**src/logic/clcd_map.vh**
```
`ifndef CLCD_MAP_VH
`define CLCD_MAP_VH
// Pin levels
`define CLCD_RS_INSTR      1'h0
`define CLCD_RS_DATA       1'h1
`define CLCD_RW_WRITE      1'h0
`define CLCD_RW_READ       1'h1
// Timing, ns
`define CLCD_CLK_NS        10
`define CLCD_SETUP_NS      60
`define CLCD_STROBE_NS     450
`define CLCD_HOLD_NS       20
`define CLCD_SETUP_CYC     ((`CLCD_SETUP_NS + `CLCD_CLK_NS - 1) / `CLCD_CLK_NS)
`define CLCD_STROBE_CYC    ((`CLCD_STROBE_NS + `CLCD_CLK_NS - 1) / `CLCD_CLK_NS)
`define CLCD_HOLD_CYC      ((`CLCD_HOLD_NS + `CLCD_CLK_NS - 1) / `CLCD_CLK_NS)
// Status byte
`define CLCD_BUSY_BIT      7
`define CLCD_BUS_W         8
`define CLCD_CNT_W         8
`define CLCD_CNT_ONE       8'h01
`define CLCD_CNT_ZERO      8'h00
`define CLCD_ZERO_BYTE     8'h00
`endif

```
**src/logic/clcd_host.v**
```verilog
`timescale 1ns/1ps
`default_nettype none
`include "clcd_map.vh"
// Contract
// - Register select high for data transfers, low for instruction transfers.
// - Read/write high requests a read, low requests a write.
// - Strobe held high during reads; device captures writes on strobe fall.
// - Host drives data bus on writes, releases it as input on reads.
// - Register select, read/write and strobe are always host outputs.
// - Commands and init sequences are built from single low-level transfers.
// - Busy flag shows completion; host may poll it before new operations.
module clcd_host #(
	parameter SETUP_CYC  = `CLCD_SETUP_CYC,
	parameter STROBE_CYC = `CLCD_STROBE_CYC,
	parameter HOLD_CYC   = `CLCD_HOLD_CYC
) (
	input  wire                   clk_i,
	input  wire                   rst_i,
	input  wire                   req_valid_i,
	input  wire                   req_read_i,
	input  wire                   req_data_i,
	input  wire [`CLCD_BUS_W-1:0] req_wdata_i,
	output reg                    req_ready_o,
	output reg                    rsp_valid_o,
	output reg  [`CLCD_BUS_W-1:0] rsp_rdata_o,
	output reg                    rsp_busy_o,
	output reg                    reg_select_line_o,
	output reg                    read_write_line_o,
	output reg                    transfer_strobe_o,
	input  wire [`CLCD_BUS_W-1:0] lcd_data_bus_i,
	output reg  [`CLCD_BUS_W-1:0] lcd_data_bus_o,
	output reg                    lcd_data_bus_oe_o
);
	// ----------------------------------------
	// States
	// ----------------------------------------
	localparam ST_IDLE   = 3'h0;
	localparam ST_SETUP  = 3'h1;
	localparam ST_STROBE = 3'h2;
	localparam ST_HOLD   = 3'h3;
	localparam ST_DONE   = 3'h4;

	reg  [2:0]              state;
	reg  [2:0]              next_state;
	reg  [`CLCD_CNT_W-1:0]  cnt;
	reg  [`CLCD_CNT_W-1:0]  next_cnt;
	wire [`CLCD_BUS_W-1:0]  bus_sync;
	reg  [`CLCD_BUS_W-1:0]  rd_cap;
	wire                    take;
	wire                    strobe_on;
	wire                    strobe_off;
	wire                    finish;

	// ----------------------------------------
	// Data bus input sampling
	// ----------------------------------------
	clcd_sync #(
		.W(`CLCD_BUS_W)
	) u_sync (
		.clk_i  (clk_i),
		.rst_i  (rst_i),
		.async_i(lcd_data_bus_i),
		.sync_o (bus_sync)
	);

	// ----------------------------------------
	// Sequencer
	// ----------------------------------------
	always @* begin
		next_state = state;
		next_cnt   = cnt;
		case (state)
			ST_IDLE: begin
				// Ready is low for a cycle after reset; nothing taken then
				if (req_valid_i && req_ready_o) begin
					next_state = ST_SETUP;
					next_cnt   = SETUP_CYC[`CLCD_CNT_W-1:0];
				end
			end
			ST_SETUP: begin
				if (cnt <= `CLCD_CNT_ONE) begin
					next_state = ST_STROBE;
					next_cnt   = STROBE_CYC[`CLCD_CNT_W-1:0];
				end else begin
					next_cnt = cnt - `CLCD_CNT_ONE;
				end
			end
			ST_STROBE: begin
				if (cnt <= `CLCD_CNT_ONE) begin
					next_state = ST_HOLD;
					next_cnt   = HOLD_CYC[`CLCD_CNT_W-1:0];
				end else begin
					next_cnt = cnt - `CLCD_CNT_ONE;
				end
			end
			ST_HOLD: begin
				if (cnt <= `CLCD_CNT_ONE) begin
					next_state = ST_DONE;
				end else begin
					next_cnt = cnt - `CLCD_CNT_ONE;
				end
			end
			ST_DONE: begin
				next_state = ST_IDLE;
			end
			default: begin
				next_state = ST_IDLE;
				next_cnt   = `CLCD_CNT_ZERO;
			end
		endcase
	end

	// ----------------------------------------
	// Step strobes
	// ----------------------------------------
	assign take       = (state == ST_IDLE) && req_valid_i && req_ready_o;
	assign strobe_on  = (state == ST_SETUP) && (cnt <= `CLCD_CNT_ONE);
	assign strobe_off = (state == ST_STROBE) && (cnt <= `CLCD_CNT_ONE);
	assign finish     = (state == ST_HOLD) && (cnt <= `CLCD_CNT_ONE);

	// ----------------------------------------
	// Sequencer registers
	// ----------------------------------------
	always @(posedge clk_i) begin
		if (rst_i) begin
			state <= ST_IDLE;
			cnt   <= `CLCD_CNT_ZERO;
		end else begin
			state <= next_state;
			cnt   <= next_cnt;
		end
	end

	// ----------------------------------------
	// Request and response handshake
	// ----------------------------------------
	always @(posedge clk_i) begin
		if (rst_i) begin
			req_ready_o <= 1'h0;
			rsp_valid_o <= 1'h0;
		end else begin
			req_ready_o <= (next_state == ST_IDLE);
			rsp_valid_o <= finish;
		end
	end

	// ----------------------------------------
	// Control pins
	// ----------------------------------------
	// Always driven, also between transfers
	always @(posedge clk_i) begin
		if (rst_i) begin
			reg_select_line_o <= `CLCD_RS_INSTR;
			read_write_line_o <= `CLCD_RW_READ;
			transfer_strobe_o <= 1'h0;
		end else begin
			if (take) begin
				reg_select_line_o <= req_data_i ? `CLCD_RS_DATA : `CLCD_RS_INSTR;
				read_write_line_o <= req_read_i ? `CLCD_RW_READ : `CLCD_RW_WRITE;
			end else if (finish) begin
				// Park at read so an idle bus is never driven by both sides
				read_write_line_o <= `CLCD_RW_READ;
			end
			if (strobe_on) begin
				transfer_strobe_o <= 1'h1;
			end else if (strobe_off) begin
				transfer_strobe_o <= 1'h0;
			end
		end
	end

	// ----------------------------------------
	// Data bus drive
	// ----------------------------------------
	always @(posedge clk_i) begin
		if (rst_i) begin
			lcd_data_bus_o    <= `CLCD_ZERO_BYTE;
			lcd_data_bus_oe_o <= 1'h0;
		end else begin
			if (take) begin
				lcd_data_bus_o    <= req_wdata_i;
				lcd_data_bus_oe_o <= ~req_read_i;
			end else if (finish) begin
				// Released with the return to read, after the write hold
				lcd_data_bus_oe_o <= 1'h0;
			end
		end
	end

	// ----------------------------------------
	// Read capture
	// ----------------------------------------
	// The device may drop the bus as soon as the strobe falls, so the
	// byte is taken on the falling step. STROBE_CYC must exceed the
	// four-cycle sampler latency or a stale byte is returned.
	always @(posedge clk_i) begin
		if (rst_i) begin
			rd_cap <= `CLCD_ZERO_BYTE;
		end else if (strobe_off) begin
			rd_cap <= bus_sync;
		end
	end

	// ----------------------------------------
	// Response
	// ----------------------------------------
	always @(posedge clk_i) begin
		if (rst_i) begin
			rsp_rdata_o <= `CLCD_ZERO_BYTE;
			rsp_busy_o  <= 1'h0;
		end else if (finish) begin
			// Direction is still that of the transfer on this step
			rsp_rdata_o <= read_write_line_o ? rd_cap : `CLCD_ZERO_BYTE;
			rsp_busy_o  <= read_write_line_o & ~reg_select_line_o & rd_cap[`CLCD_BUSY_BIT];
		end
	end
endmodule
`default_nettype wire

```
**src/logic/clcd_sync.v**
```verilog
`timescale 1ns/1ps
`default_nettype none
// Three-stage sampler; change accepted once stages two and three agree
module clcd_sync #(
	parameter W = 8
) (
	input  wire         clk_i,
	input  wire         rst_i,
	input  wire [W-1:0] async_i,
	output reg  [W-1:0] sync_o
);
	reg [W-1:0] s1;
	reg [W-1:0] s2;
	reg [W-1:0] s3;
	genvar g;
	generate
		for (g = 0; g < W; g = g + 1) begin : bit_g
			always @(posedge clk_i) begin
				if (rst_i) begin
					s1[g]     <= 1'h0;
					s2[g]     <= 1'h0;
					s3[g]     <= 1'h0;
					sync_o[g] <= 1'h0;
				end else begin
					s1[g] <= async_i[g];
					s2[g] <= s1[g];
					s3[g] <= s2[g];
					if (s2[g] == s3[g])
						sync_o[g] <= s3[g];
				end
			end
		end
	endgenerate
endmodule
`default_nettype wire

```
**config.mk**
```make
export PLATFORM = sky130hd
export DESIGN_NAME = clcd_host
export DESIGN_NICKNAME = d
export VERILOG_FILES = /design/src/logic/clcd_host.v /design/src/logic/clcd_sync.v
export VERILOG_INCLUDE_DIRS = /design/src /design/src/logic
export SDC_FILE = /design/constraint.sdc
export NUM_CORES = 1
export LEC_CHECK = 0
export ABC_AREA = 1
export BUFFER_PORTS_ARGS = -buffer_cell sky130_fd_sc_hd__buf_2
export CAP_MARGIN = 15
export CORE_MARGIN = 2
export CORE_UTILIZATION = 50
export DETAILED_ROUTE_END_ITERATION = 16
export PLACE_DENSITY = 0.69
export SYNTH_ARGS = -nofsm -noshare
export SYNTH_HDL_FRONTEND = slang
export SYNTH_SLANG_ARGS = --single-unit
export TNS_END_PERCENT = 100
```
**constraint.sdc**
```tcl
create_clock -name clk_i -period 2.7 [get_ports clk_i]
set_input_delay 0.135 -clock clk_i [delete_from_list [all_inputs] [get_ports clk_i]]
set_output_delay 0.135 -clock clk_i [all_outputs]
set_load 0.01 [all_outputs]
```
-- After elaboration in Yosys (flattened, before gate mapping)
Cells that the tools add are included.
- add/subtract/negate cells: 1
- $mul: 0
- div/mod/pow operators: 0
- $lt $le $gt $ge: 1
- equality and inequality tests: 14
- shift-type cells: 0
- multiplexer cells: 19
- bitwise gates (word level): 5
- reductions and logical operators: 11
- operators by type and width (operator ; number):
    $mux W8 ; 5
    $pmux W8 S5 ; 1
    $mux W3 ; 4
    $pmux W3 S4 ; 1
    $eq A1 B1 Y1 ; 8
    $le A8 B1 Y1 const B ; 1
    $mux W1 ; 8
    $sub A8 B1 Y8 const B ; 1
    $eq A3 B2 Y1 const B ; 2
    $logic_and A1 B1 Y1 ; 6
    $logic_not A3 Y1 ; 2
    $ne A2 B2 Y1 const B ; 2
    $reduce_bool A2 Y1 ; 2
    $eq A3 B1 Y1 const B ; 1
    $eq A3 B3 Y1 const B ; 1
    $not A1 Y1 ; 3
    $reduce_and A3 Y1 ; 1
    $and A1 B1 Y1 ; 2
- flip-flop bits (word level): 74
- latch bits: 0
- memory bits (writable): 0
- ROM bits: 0
- memories kept: 0

-- Depth between registers and ports, before layout
Gate-level depths: netlist of run 1.
- word-level depth: 4
- depth in mapped cells: 11

-- Modules after synthesis
From an unflattened synthesis of run 1, not the netlist that was laid out.
- cell total of the unflattened synthesis: 352
- area, all modules: 2796.4 um2
- modules (own cells, without submodules) (module ; instances ; cells an instance ; area each (um2) ; sequential area each (um2)):
    clcd_host ; 1 ; 244 ; 1825.5 ; 840.8
    clcd_sync ; 1 ; 108 ; 970.9 ; 640.6

-- Worst setup path after synthesis of run 1
OpenSTA, ideal clock, no wires.
- path kind: reg-to-reg
- from: reg cnt[0]
- to: reg cnt[1]
- library setup time: 0.067 ns
- data arrival time: 1.399 ns
- required time: 2.633 ns
- path slack: 1.234 ns
- stages on the path, launching flop included: 10
- buffers on the path: 0
- period minus slack after synthesis: 1.466 ns
- cell sequence: dfxtp_1 > inv_1 > ha_1 > o21ai_1 > nor2_4 > nand2_8 > nand2_8 > nor2_2 > nand2_1 > a21oi_2
- word-level cells in the longest chain between the ends: 3
- elaborated cells on any way between the ends: 8
- RTL lines (what ; RTL line ; source):
    start: declaration ; clcd_host.v:45 ; reg [`CLCD_CNT_W-1:0] cnt;
    start signal: assignment ; clcd_host.v:127 ; cnt <= `CLCD_CNT_ZERO;
    start signal: assignment ; clcd_host.v:130 ; cnt <= next_cnt;
    $sub A8 B1 Y8 (no source line) or $le A8 B1 Y1 (tied branches) ; - ;
    $mux W8 (tied with other cells) ; clcd_host.v:97 ; if (cnt <= `CLCD_CNT_ONE) begin
    $pmux W8 S5 or $reduce_and A3 Y1 (tied branches) ; - ;
Parallel ways exist; a longest one is shown, timed or not. The select of a mux whose other input is x is not followed.
A chain may end at the register's enable or synchronous reset.

-- Final worst setup path of run 1
Ends and elaborated chain as after synthesis.

==> impl_metrics.xml, run 1 <==
<?xml version="1.0" encoding="UTF-8"?>
<metrics>
  <group name="floorplanning">
    <metric name="fp.dieH" unit="um">79.1</metric>
    <metric name="io_pins" unit="">44</metric>
    <metric name="die_width" unit="um">79.1</metric>
    <metric name="design.die.area" unit="um2">6260</metric>
    <metric name="coreArea" unit="um2">5470</metric>
    <metric name="start_util" unit="%">51.6</metric>
    <metric name="core.rowCount" unit="">27</metric>
  </group>
  <group name="pwr">
    <metric name="ir_drop" unit="uV">439</metric>
    <metric name="p_leak" unit="nW">1.55</metric>
    <metric name="totalPowerFinal" unit="mW">3.20</metric>
    <metric name="power_per_cell_area" unit="nW/um2">959</metric>
  </group>
  <group name="timing">
    <metric name="slew_viol_final" unit="">0</metric>
    <metric name="fin_crit" unit="ns">1.79</metric>
    <metric name="clock.fmax" unit="MHz">560</metric>
    <metric name="rsz0062_at_grt" unit="">no</metric>
    <metric name="fin_tns_setup" unit="ns">0</metric>
    <metric name="worstMarginPinSlew" unit="ns">0.893</metric>
    <metric name="setup_viol" unit="">0</metric>
    <metric name="hold_violations" unit="">0</metric>
    <metric name="final_cycle_share" unit="%">66.1</metric>
    <metric name="clock_skew" unit="ns">0.00662</metric>
    <metric name="max_slew_margin" unit="%">40.4</metric>
    <metric name="layout_setup_ws" unit="ns">0.915</metric>
  </group>
  <group name="global_routing">
    <metric name="grt_max_degree" unit="">40</metric>
    <metric name="first_pass_grt_wire_length" unit="um">9520</metric>
    <metric name="overall_fraction_of_global_route_tracks_in_use" unit="%">19.3</metric>
    <metric name="grt_pass1_vias" unit="">2225</metric>
    <metric name="antenna_found_initial" unit="">0</metric>
    <metric name="overflow" unit="">0</metric>
  </group>
  <group name="worst_setup_path">
    <metric name="r2r_cells" unit="">10</metric>
    <metric name="critical_path_buf_inv_count" unit="">1</metric>
    <metric name="timing.critical_path.arrival" unit="ns">2.06</metric>
    <metric name="worst-path-stages" unit="">10</metric>
    <metric name="worst-setup-path-type" unit="">reg2reg</metric>
    <metric name="max_stage_delay" unit="ns">0.34</metric>
    <metric name="critical_path.top_delay_family" unit="">simple AND/OR/NAND/NOR gates</metric>
    <metric name="worstPathCellList" unit="">inv_1 -&gt; ha_1 -&gt; nor2_1 -&gt; nor2_2 -&gt; nand2_2 -&gt; nor2_2 -&gt; nor2_1 -&gt; nand2_1 -&gt; nand2_1 -&gt; a21oi_2</metric>
    <metric name="cp-end-kind" unit="">flip-flop</metric>
    <metric name="worst_path_max_delay_cell" unit="">dfxtp_1</metric>
    <metric name="required" unit="ns">2.98</metric>
    <metric name="reg2reg_from" unit="">cnt[0]$_SDFFE_PP0P_</metric>
    <metric name="startpoint_type" unit="">flip-flop</metric>
    <metric name="reg2reg_setup_slack" unit="ns">0.91</metric>
    <metric name="path_max_fanout" unit="">11</metric>
    <metric name="timing.rr.end" unit="">cnt[1]$_SDFFE_PP0P_</metric>
  </group>
  <group name="drt">
    <metric name="firstDrtPassIters" unit="">4</metric>
    <metric name="drc_errors" unit="">0</metric>
    <metric name="post_drt_via_cell_ratio" unit="">4.69</metric>
    <metric name="dr.first_iter.drc_count" unit="">155</metric>
    <metric name="vias" unit="">2262</metric>
    <metric name="ant_nets" unit="">0</metric>
    <metric name="routedWlPerCell" unit="um">11.3</metric>
    <metric name="drt_wl_total" unit="um">5460</metric>
  </group>
  <group name="placement">
    <metric name="place_worst_setup_slack" unit="ns">0.942</metric>
    <metric name="place_hpwl" unit="um">3680</metric>
    <metric name="place.port_buffers" unit="">43</metric>
    <metric name="place_congestion" unit="">0.848</metric>
  </group>
  <group name="clock_tree">
    <metric name="worst_skew_pair.late_latency" unit="ns">0.34</metric>
    <metric name="count_of_buffers_added_by_post_cts_timing_repair_for_setup" unit="">0</metric>
    <metric name="cts_buffer_depth" unit="">2</metric>
    <metric name="htreeDepth" unit="">3</metric>
    <metric name="cts_buffers" unit="">9</metric>
    <metric name="cts_tree" unit="">done</metric>
    <metric name="clock-sinks" unit="">74</metric>
    <metric name="worst_setup_hold_path_clk_slew" unit="ns">0.08</metric>
    <metric name="clockRootBuffer" unit="">clkbuf_8</metric>
  </group>
  <group name="synthesis">
    <metric name="syn-mean-instance-area" unit="um2">8.00</metric>
    <metric name="synthesis.instances" unit="">353</metric>
    <metric name="yosys-top-cells-area" unit="">dfxtp_1 (52%), nor2_1 (10%), nand2_1 (6.6%)</metric>
    <metric name="synth.cell_area" unit="um2">2820</metric>
    <metric name="yosys.cell_types.count" unit="">34</metric>
    <metric name="yosysSeqAreaShare" unit="%">52.5</metric>
    <metric name="yosys.area.top_type_share" unit="%">52.5</metric>
    <metric name="yosys_warnings" unit="">0</metric>
    <metric name="largest_area_contributor_in_the_netlist" unit="">dfxtp_1</metric>
    <metric name="synth.ff_latch_count" unit="">74</metric>
    <metric name="syn-num-nets" unit="">376</metric>
  </group>
  <group name="cells_and_area">
    <metric name="design.final.nets" unit="">428</metric>
    <metric name="layout-drive-gt1-share" unit="%">20.0</metric>
    <metric name="flow.area_growth_from_synthesis" unit="%">18.1</metric>
    <metric name="antennaDiodeCount" unit="">0</metric>
    <metric name="final_util" unit="%">60.9</metric>
  </group>
  <group name="hold_path">
    <metric name="min-delay-path-class" unit="">in2reg</metric>
    <metric name="worstHoldEndpoint" unit="">lcd_data_bus_o[3]$_SDFFE_PP0P_</metric>
    <metric name="hold_depth" unit="">3</metric>
    <metric name="hold_path.startpoint" unit="">req_wdata_i[3]</metric>
  </group>
  <group name="flow_run">
    <metric name="maxCapViolCount" unit="">0</metric>
  </group>
  <group name="status">
    <metric name="outcome" unit="">complete, no violations</metric>
  </group>
</metrics>
## flip-flops by register name, indices dropped and copies added (netlist names)
name / flops
u_sync.s2: 8
u_sync.sync_o: 8
rsp_rdata_o: 8
rsp_busy_o: 1
rd_cap: 8
read_write_line_o: 1
lcd_data_bus_o: 8
u_sync.s1: 8
rsp_valid_o: 1
state: 3
lcd_data_bus_oe_o: 1
reg_select_line_o: 1
req_ready_o: 1
transfer_strobe_o: 1
u_sync.s3: 8
cnt: 8
## how the worst max path moves through the flow
stage / from / endpoint / slack (ns)
3_5_place_dp: cnt[0]$_SDFFE_PP0P_ / cnt[1]$_SDFFE_PP0P_ / 0.94
5_1_grt: cnt[0]$_SDFFE_PP0P_ / cnt[1]$_SDFFE_PP0P_ / 0.72
6_report: cnt[0]$_SDFFE_PP0P_ / cnt[1]$_SDFFE_PP0P_ / 0.91
2_1_floorplan: cnt[0]$_SDFFE_PP0P_ / cnt[1]$_SDFFE_PP0P_ / 1.23
4_1_cts: cnt[0]$_SDFFE_PP0P_ / cnt[1]$_SDFFE_PP0P_ / 0.92
3_3_place_gp: cnt[0]$_SDFFE_PP0P_ / cnt[1]$_SDFFE_PP0P_ / 1.04
## logic make-up after synthesis
kind of cell | after synthesis | share of synthesized area (%)
AND/OR/NAND/NOR | 166 | 27.3
flip-flops | 74 | 52.5
buffers and inverters | 55 | 7.67
adder cells (fa/ha/maj) | 2 | 0.886
XOR/XNOR | 4 | 1.24
AO/OA/AOI/OAI | 52 | 10.4
## timing repair
item	4_1_cts	5_1_grt
gates resized for setup	0	0
hold buffers	8	0
endpoints found under the setup margin	0	0
hold endpoints to repair	8	0
## report_power, final
group | total, mW | switching [mW] | leakage [nW] | internal (mW)
registers | 1.37 | 0.116 | 0.603 | 1.25
logic | 1.08 | 0.692 | 0.863 | 0.390
clock network | 0.749 | 0.414 | 0.0827 | 0.335
## metal layers
layer,wire length (um),vias to the layer above,track usage [%],share of wire (%)
met3,202,6,4.77,3.7
met5,0,-,0,0
met1,2640,1007,23.3,48
met2,2570,41,32.5,47
li1,-,1208,-,-
met4,54,0,8.28,0.99
## stage by stage
step | hold slack (ns) | area [um2] | instances
2_1_floorplan | 0.222 | 2820 | 353
3_3_place_gp | 0.337 | 3080 | 458
3_5_place_dp | 0.345 | 3080 | 458
4_1_cts | 0.0262 | 3330 | 482
5_1_grt | 0.0640 | 3330 | 482
6_report | 0.0360 | 3330 | 482
## tightest hold or removal path, delay by kind of cell
kind / cells / cell delay [ns]
compound gates: 1 / 0.07
buf+inv: 1 / 0.07
simple gates: 1 / 0.07
## layout make-up
type | count | area, um2
Fill cell | 532 | 2140
Sequential cell | 74 | 1480
Multi-Input combinational cell | 224 | 1120
Timing Repair Buffer | 52 | 303
Inverter | 44 | 165
Clock buffer | 10 | 128
Tap cell | 72 | 90.1
Clock inverter | 6 | 42.5
## cell usage in the layout (no fill, tap or decap), types with 2 or more instances in the layout
cell type,synthesis,routed
a211oi_1,3,3
a21oi_1,18,18
buf_2,4,43
clkbuf_8,0,9
clkinv_2,0,2
clkinvlp_4,0,2
dfxtp_1,74,74
dlygate4sd3_1,0,8
ha_1,2,2
inv_1,39,39
inv_2,4,4
nand2_1,50,50
nand2_8,2,2
nand3_1,22,22
nand3_2,2,2
nand4_1,2,2
nor2_1,75,75
nor2_2,4,4
nor2_4,4,4
o21ai_0,22,22
o21ai_1,3,3
xor2_1,3,3
## synthesized netlist by cell type
cell type and count:
nor2_1 75, dfxtp_1 74, nand2_1 50, inv_1 39
nand3_1 22, o21ai_0 22, a21oi_1 18, clkbuf_1 5
buf_2 4, inv_2 4, nor2_2 4, nor2_4 4
a211oi_1 3, o21ai_1 3, xor2_1 3, ha_1 2
nand2_8 2, nand3_2 2, nand4_1 2, a21oi_2 1
a31oi_1 1, a41oi_1 1, buf_4 1, clkbuf_2 1
clkinv_1 1, nand2_2 1, nand2_4 1, nor2_8 1
nor3_1 1, o211ai_1 1, o21ai_2 1, o21ai_4 1
or2_2 1, xnor2_1 1
Power figures use the tool's default switching activity.
==> run 2, diff against run 1 <==
- clock period: 2.7 -> 1.8 ns (I/O delays scaled with it)
==> impl_metrics.xml, run 2 (synthesis results as in run 1) <==
<?xml version="1.0" encoding="UTF-8"?>
<metrics>
  <group name="worst_setup_path">
    <metric name="required" unit="ns">2.08</metric>
    <metric name="reg2reg_from" unit="">cnt[0]$_SDFFE_PP0P_</metric>
    <metric name="worst-setup-path-type" unit="">reg2reg</metric>
    <metric name="reg2reg_setup_slack" unit="ns">0.15</metric>
    <metric name="path_max_fanout" unit="">17</metric>
    <metric name="timing.rr.end" unit="">cnt[1]$_SDFFE_PP0P_</metric>
    <metric name="critical_path_source" unit="">cnt[0]$_SDFFE_PP0P_</metric>
    <metric name="r2r_cells" unit="">9</metric>
    <metric name="timing.critical_path.arrival" unit="ns">1.94</metric>
    <metric name="startpoint_type" unit="">flip-flop</metric>
    <metric name="cp-end-kind" unit="">flip-flop</metric>
    <metric name="timing.critical_path.to" unit="">cnt[1]$_SDFFE_PP0P_</metric>
  </group>
  <group name="timing">
    <metric name="final_cycle_share" unit="%">91.9</metric>
    <metric name="worstMarginPinSlew" unit="ns">0.377</metric>
    <metric name="rsz0062_at_grt" unit="">no</metric>
    <metric name="setup_viol" unit="">0</metric>
    <metric name="clock.fmax" unit="MHz">604</metric>
    <metric name="hold_violations" unit="">0</metric>
    <metric name="fin_crit" unit="ns">1.65</metric>
    <metric name="clock_skew" unit="ns">0.00752</metric>
    <metric name="timing.hold.ws" unit="ns">0.0129</metric>
    <metric name="slew_viol_final" unit="">0</metric>
    <metric name="max_slew_margin" unit="%">74.8</metric>
    <metric name="fin_tns_setup" unit="ns">0</metric>
  </group>
  <group name="flow_run">
    <metric name="maxCapViolCount" unit="">0</metric>
  </group>
  <group name="placement">
    <metric name="place_congestion" unit="">0.825</metric>
    <metric name="place_hpwl" unit="um">3750</metric>
    <metric name="place.port_buffers" unit="">43</metric>
    <metric name="post-place-cells" unit="">462</metric>
    <metric name="placed_cell_area" unit="um2">3110</metric>
  </group>
  <group name="clock_tree">
    <metric name="cts_buffer_depth" unit="">2</metric>
    <metric name="clockRootBuffer" unit="">clkbuf_8</metric>
    <metric name="htreeDepth" unit="">3</metric>
    <metric name="worst_skew_pair.late_latency" unit="ns">0.34</metric>
    <metric name="cts_tree" unit="">done</metric>
    <metric name="cts_buffers" unit="">9</metric>
    <metric name="clock-sinks" unit="">74</metric>
    <metric name="worst_setup_hold_path_clk_slew" unit="ns">0.08</metric>
  </group>
  <group name="global_routing">
    <metric name="grt_max_degree" unit="">34</metric>
    <metric name="grt_pass1_vias" unit="">2282</metric>
    <metric name="antenna_found_initial" unit="">0</metric>
    <metric name="overall_fraction_of_global_route_tracks_in_use" unit="%">20.0</metric>
    <metric name="overflow" unit="">0</metric>
    <metric name="first_pass_grt_wire_length" unit="um">9740</metric>
  </group>
  <group name="cells_and_area">
    <metric name="most_frequent_standard_cell_in_the_layout_excluding_fill_and_tap_cells" unit="">nor2_1</metric>
    <metric name="post_layout_nonfiller_instances" unit="">494</metric>
    <metric name="layout-drive-gt1-share" unit="%">21.1</metric>
    <metric name="layout_common_cells" unit="">nor2_1 (75), dfxtp_1 (73), nand2_1 (50), buf_2 (43), inv_1 (39)</metric>
    <metric name="antennaDiodeCount" unit="">0</metric>
    <metric name="final_area" unit="um2">3550</metric>
    <metric name="design.final.nets" unit="">440</metric>
    <metric name="flow.area_growth_from_synthesis" unit="%">25.9</metric>
  </group>
  <group name="drt">
    <metric name="ant_nets" unit="">0</metric>
    <metric name="vias" unit="">2332</metric>
    <metric name="dr.first_iter.drc_count" unit="">75</metric>
    <metric name="drc_errors" unit="">0</metric>
    <metric name="routedWlPerCell" unit="um">11.3</metric>
    <metric name="drt_wl_total" unit="um">5600</metric>
    <metric name="post_drt_via_cell_ratio" unit="">4.72</metric>
    <metric name="firstDrtPassIters" unit="">4</metric>
  </group>
  <group name="floorplanning">
    <metric name="die_width" unit="um">79.1</metric>
    <metric name="fp.dieH" unit="um">79.1</metric>
    <metric name="design.die.area" unit="um2">6260</metric>
    <metric name="core.rowCount" unit="">27</metric>
    <metric name="io_pins" unit="">44</metric>
    <metric name="start_util" unit="%">51.6</metric>
    <metric name="coreArea" unit="um2">5470</metric>
  </group>
  <group name="pwr">
    <metric name="totalPowerFinal" unit="mW">5.45</metric>
    <metric name="ir_drop" unit="uV">1030</metric>
    <metric name="power_per_cell_area" unit="nW/um2">1530</metric>
    <metric name="p_leak" unit="nW">1.65</metric>
  </group>
  <group name="hold_path">
    <metric name="min-delay-path-class" unit="">in2reg</metric>
  </group>
  <group name="status">
    <metric name="outcome" unit="">complete, no violations</metric>
  </group>
</metrics>
-- run 2: cell types whose count changed in the layout (fill, tap and decap cells not counted), sizes merged --
cell	change
dlygate4sd3	+8
buf	+4
bufinv	+4
clkinv	-3
clkinvlp	-1
-- run 2: through the flow --
stage          util [%]  setup WS, ns
2_1_floorplan         -         0.334
3_3_place_gp       56.9         0.210
3_5_place_dp       56.9         0.122
4_1_cts            64.8        0.0992
5_1_grt            64.9       0.00910
6_report           64.9         0.145
-- run 2: final cells by class --
| class | instances | area, um2 |
|---|---|---|
| timing repair buffer | 64 | 413 |
| inverter | 44 | 165 |
| tap | 72 | 90.1 |
| clock buffer | 10 | 138 |
| fill | 494 | 1920 |
| sequential | 74 | 1480 |
| clock inverter | 6 | 136 |
| multi-input combinational | 224 | 1130 |
-- run 2: worst min path at each step --
stage / start / end / slack, ns / cells past startpoint
6_report: req_wdata_i[1] / lcd_data_bus_o[1]$_SDFFE_PP0P_ / 0.01 / 3
3_5_place_dp: lcd_data_bus_i[5] / u_sync.s1[5]$_SDFF_PP0_ / 0.30 / 3
4_1_cts: req_wdata_i[1] / lcd_data_bus_o[1]$_SDFFE_PP0P_ / 0.007 / 3
5_1_grt: req_read_i / lcd_data_bus_oe_o$_SDFFE_PP0P_ / 0.04 / 3
2_1_floorplan: rst_i / state[2]$_SDFF_PP0_ / 0.18 / 1
3_3_place_gp: lcd_data_bus_i[7] / u_sync.s1[7]$_SDFF_PP0_ / 0.29 / 3
-- run 2: power breakdown --
group          internal (mW)  total, mW  switching [mW]
Sequential              1.88       2.05           0.174
Combinational          0.621       1.69            1.07
Clock                   1.10       1.72           0.613
Total                   3.60       5.45            1.85
-- run 2: routing by layer --
layer | vias up | track usage [%] | routed length (um)
met2 | 38 | 33.7 | 2690
met1 | 1051 | 23.2 | 2590
li1 | 1234 | - | -
met5 | - | 0 | 0
met3 | 9 | 5.45 | 228
met4 | 0 | 10.3 | 93
-- run 2: critical path, cell delays in order (launching register included) --
cell and delay [ns]:
dfxtp_2 0.36, inv_1 0.07, ha_1 0.25, o21ai_1 0.23, nor2_4 0.08, nand2_8 0.15
nand2_8 0.10, nor2_2 0.16, nand2_1 0.09, a21oi_2 0.10
-- run 2: what timing repair did --
action	4_1_cts	5_1_grt
hold buffers	16	0
gates resized for setup	0	2
buffers inserted	0	0
endpoints found under the hold margin	16	0
endpoints found under the setup margin	0	7
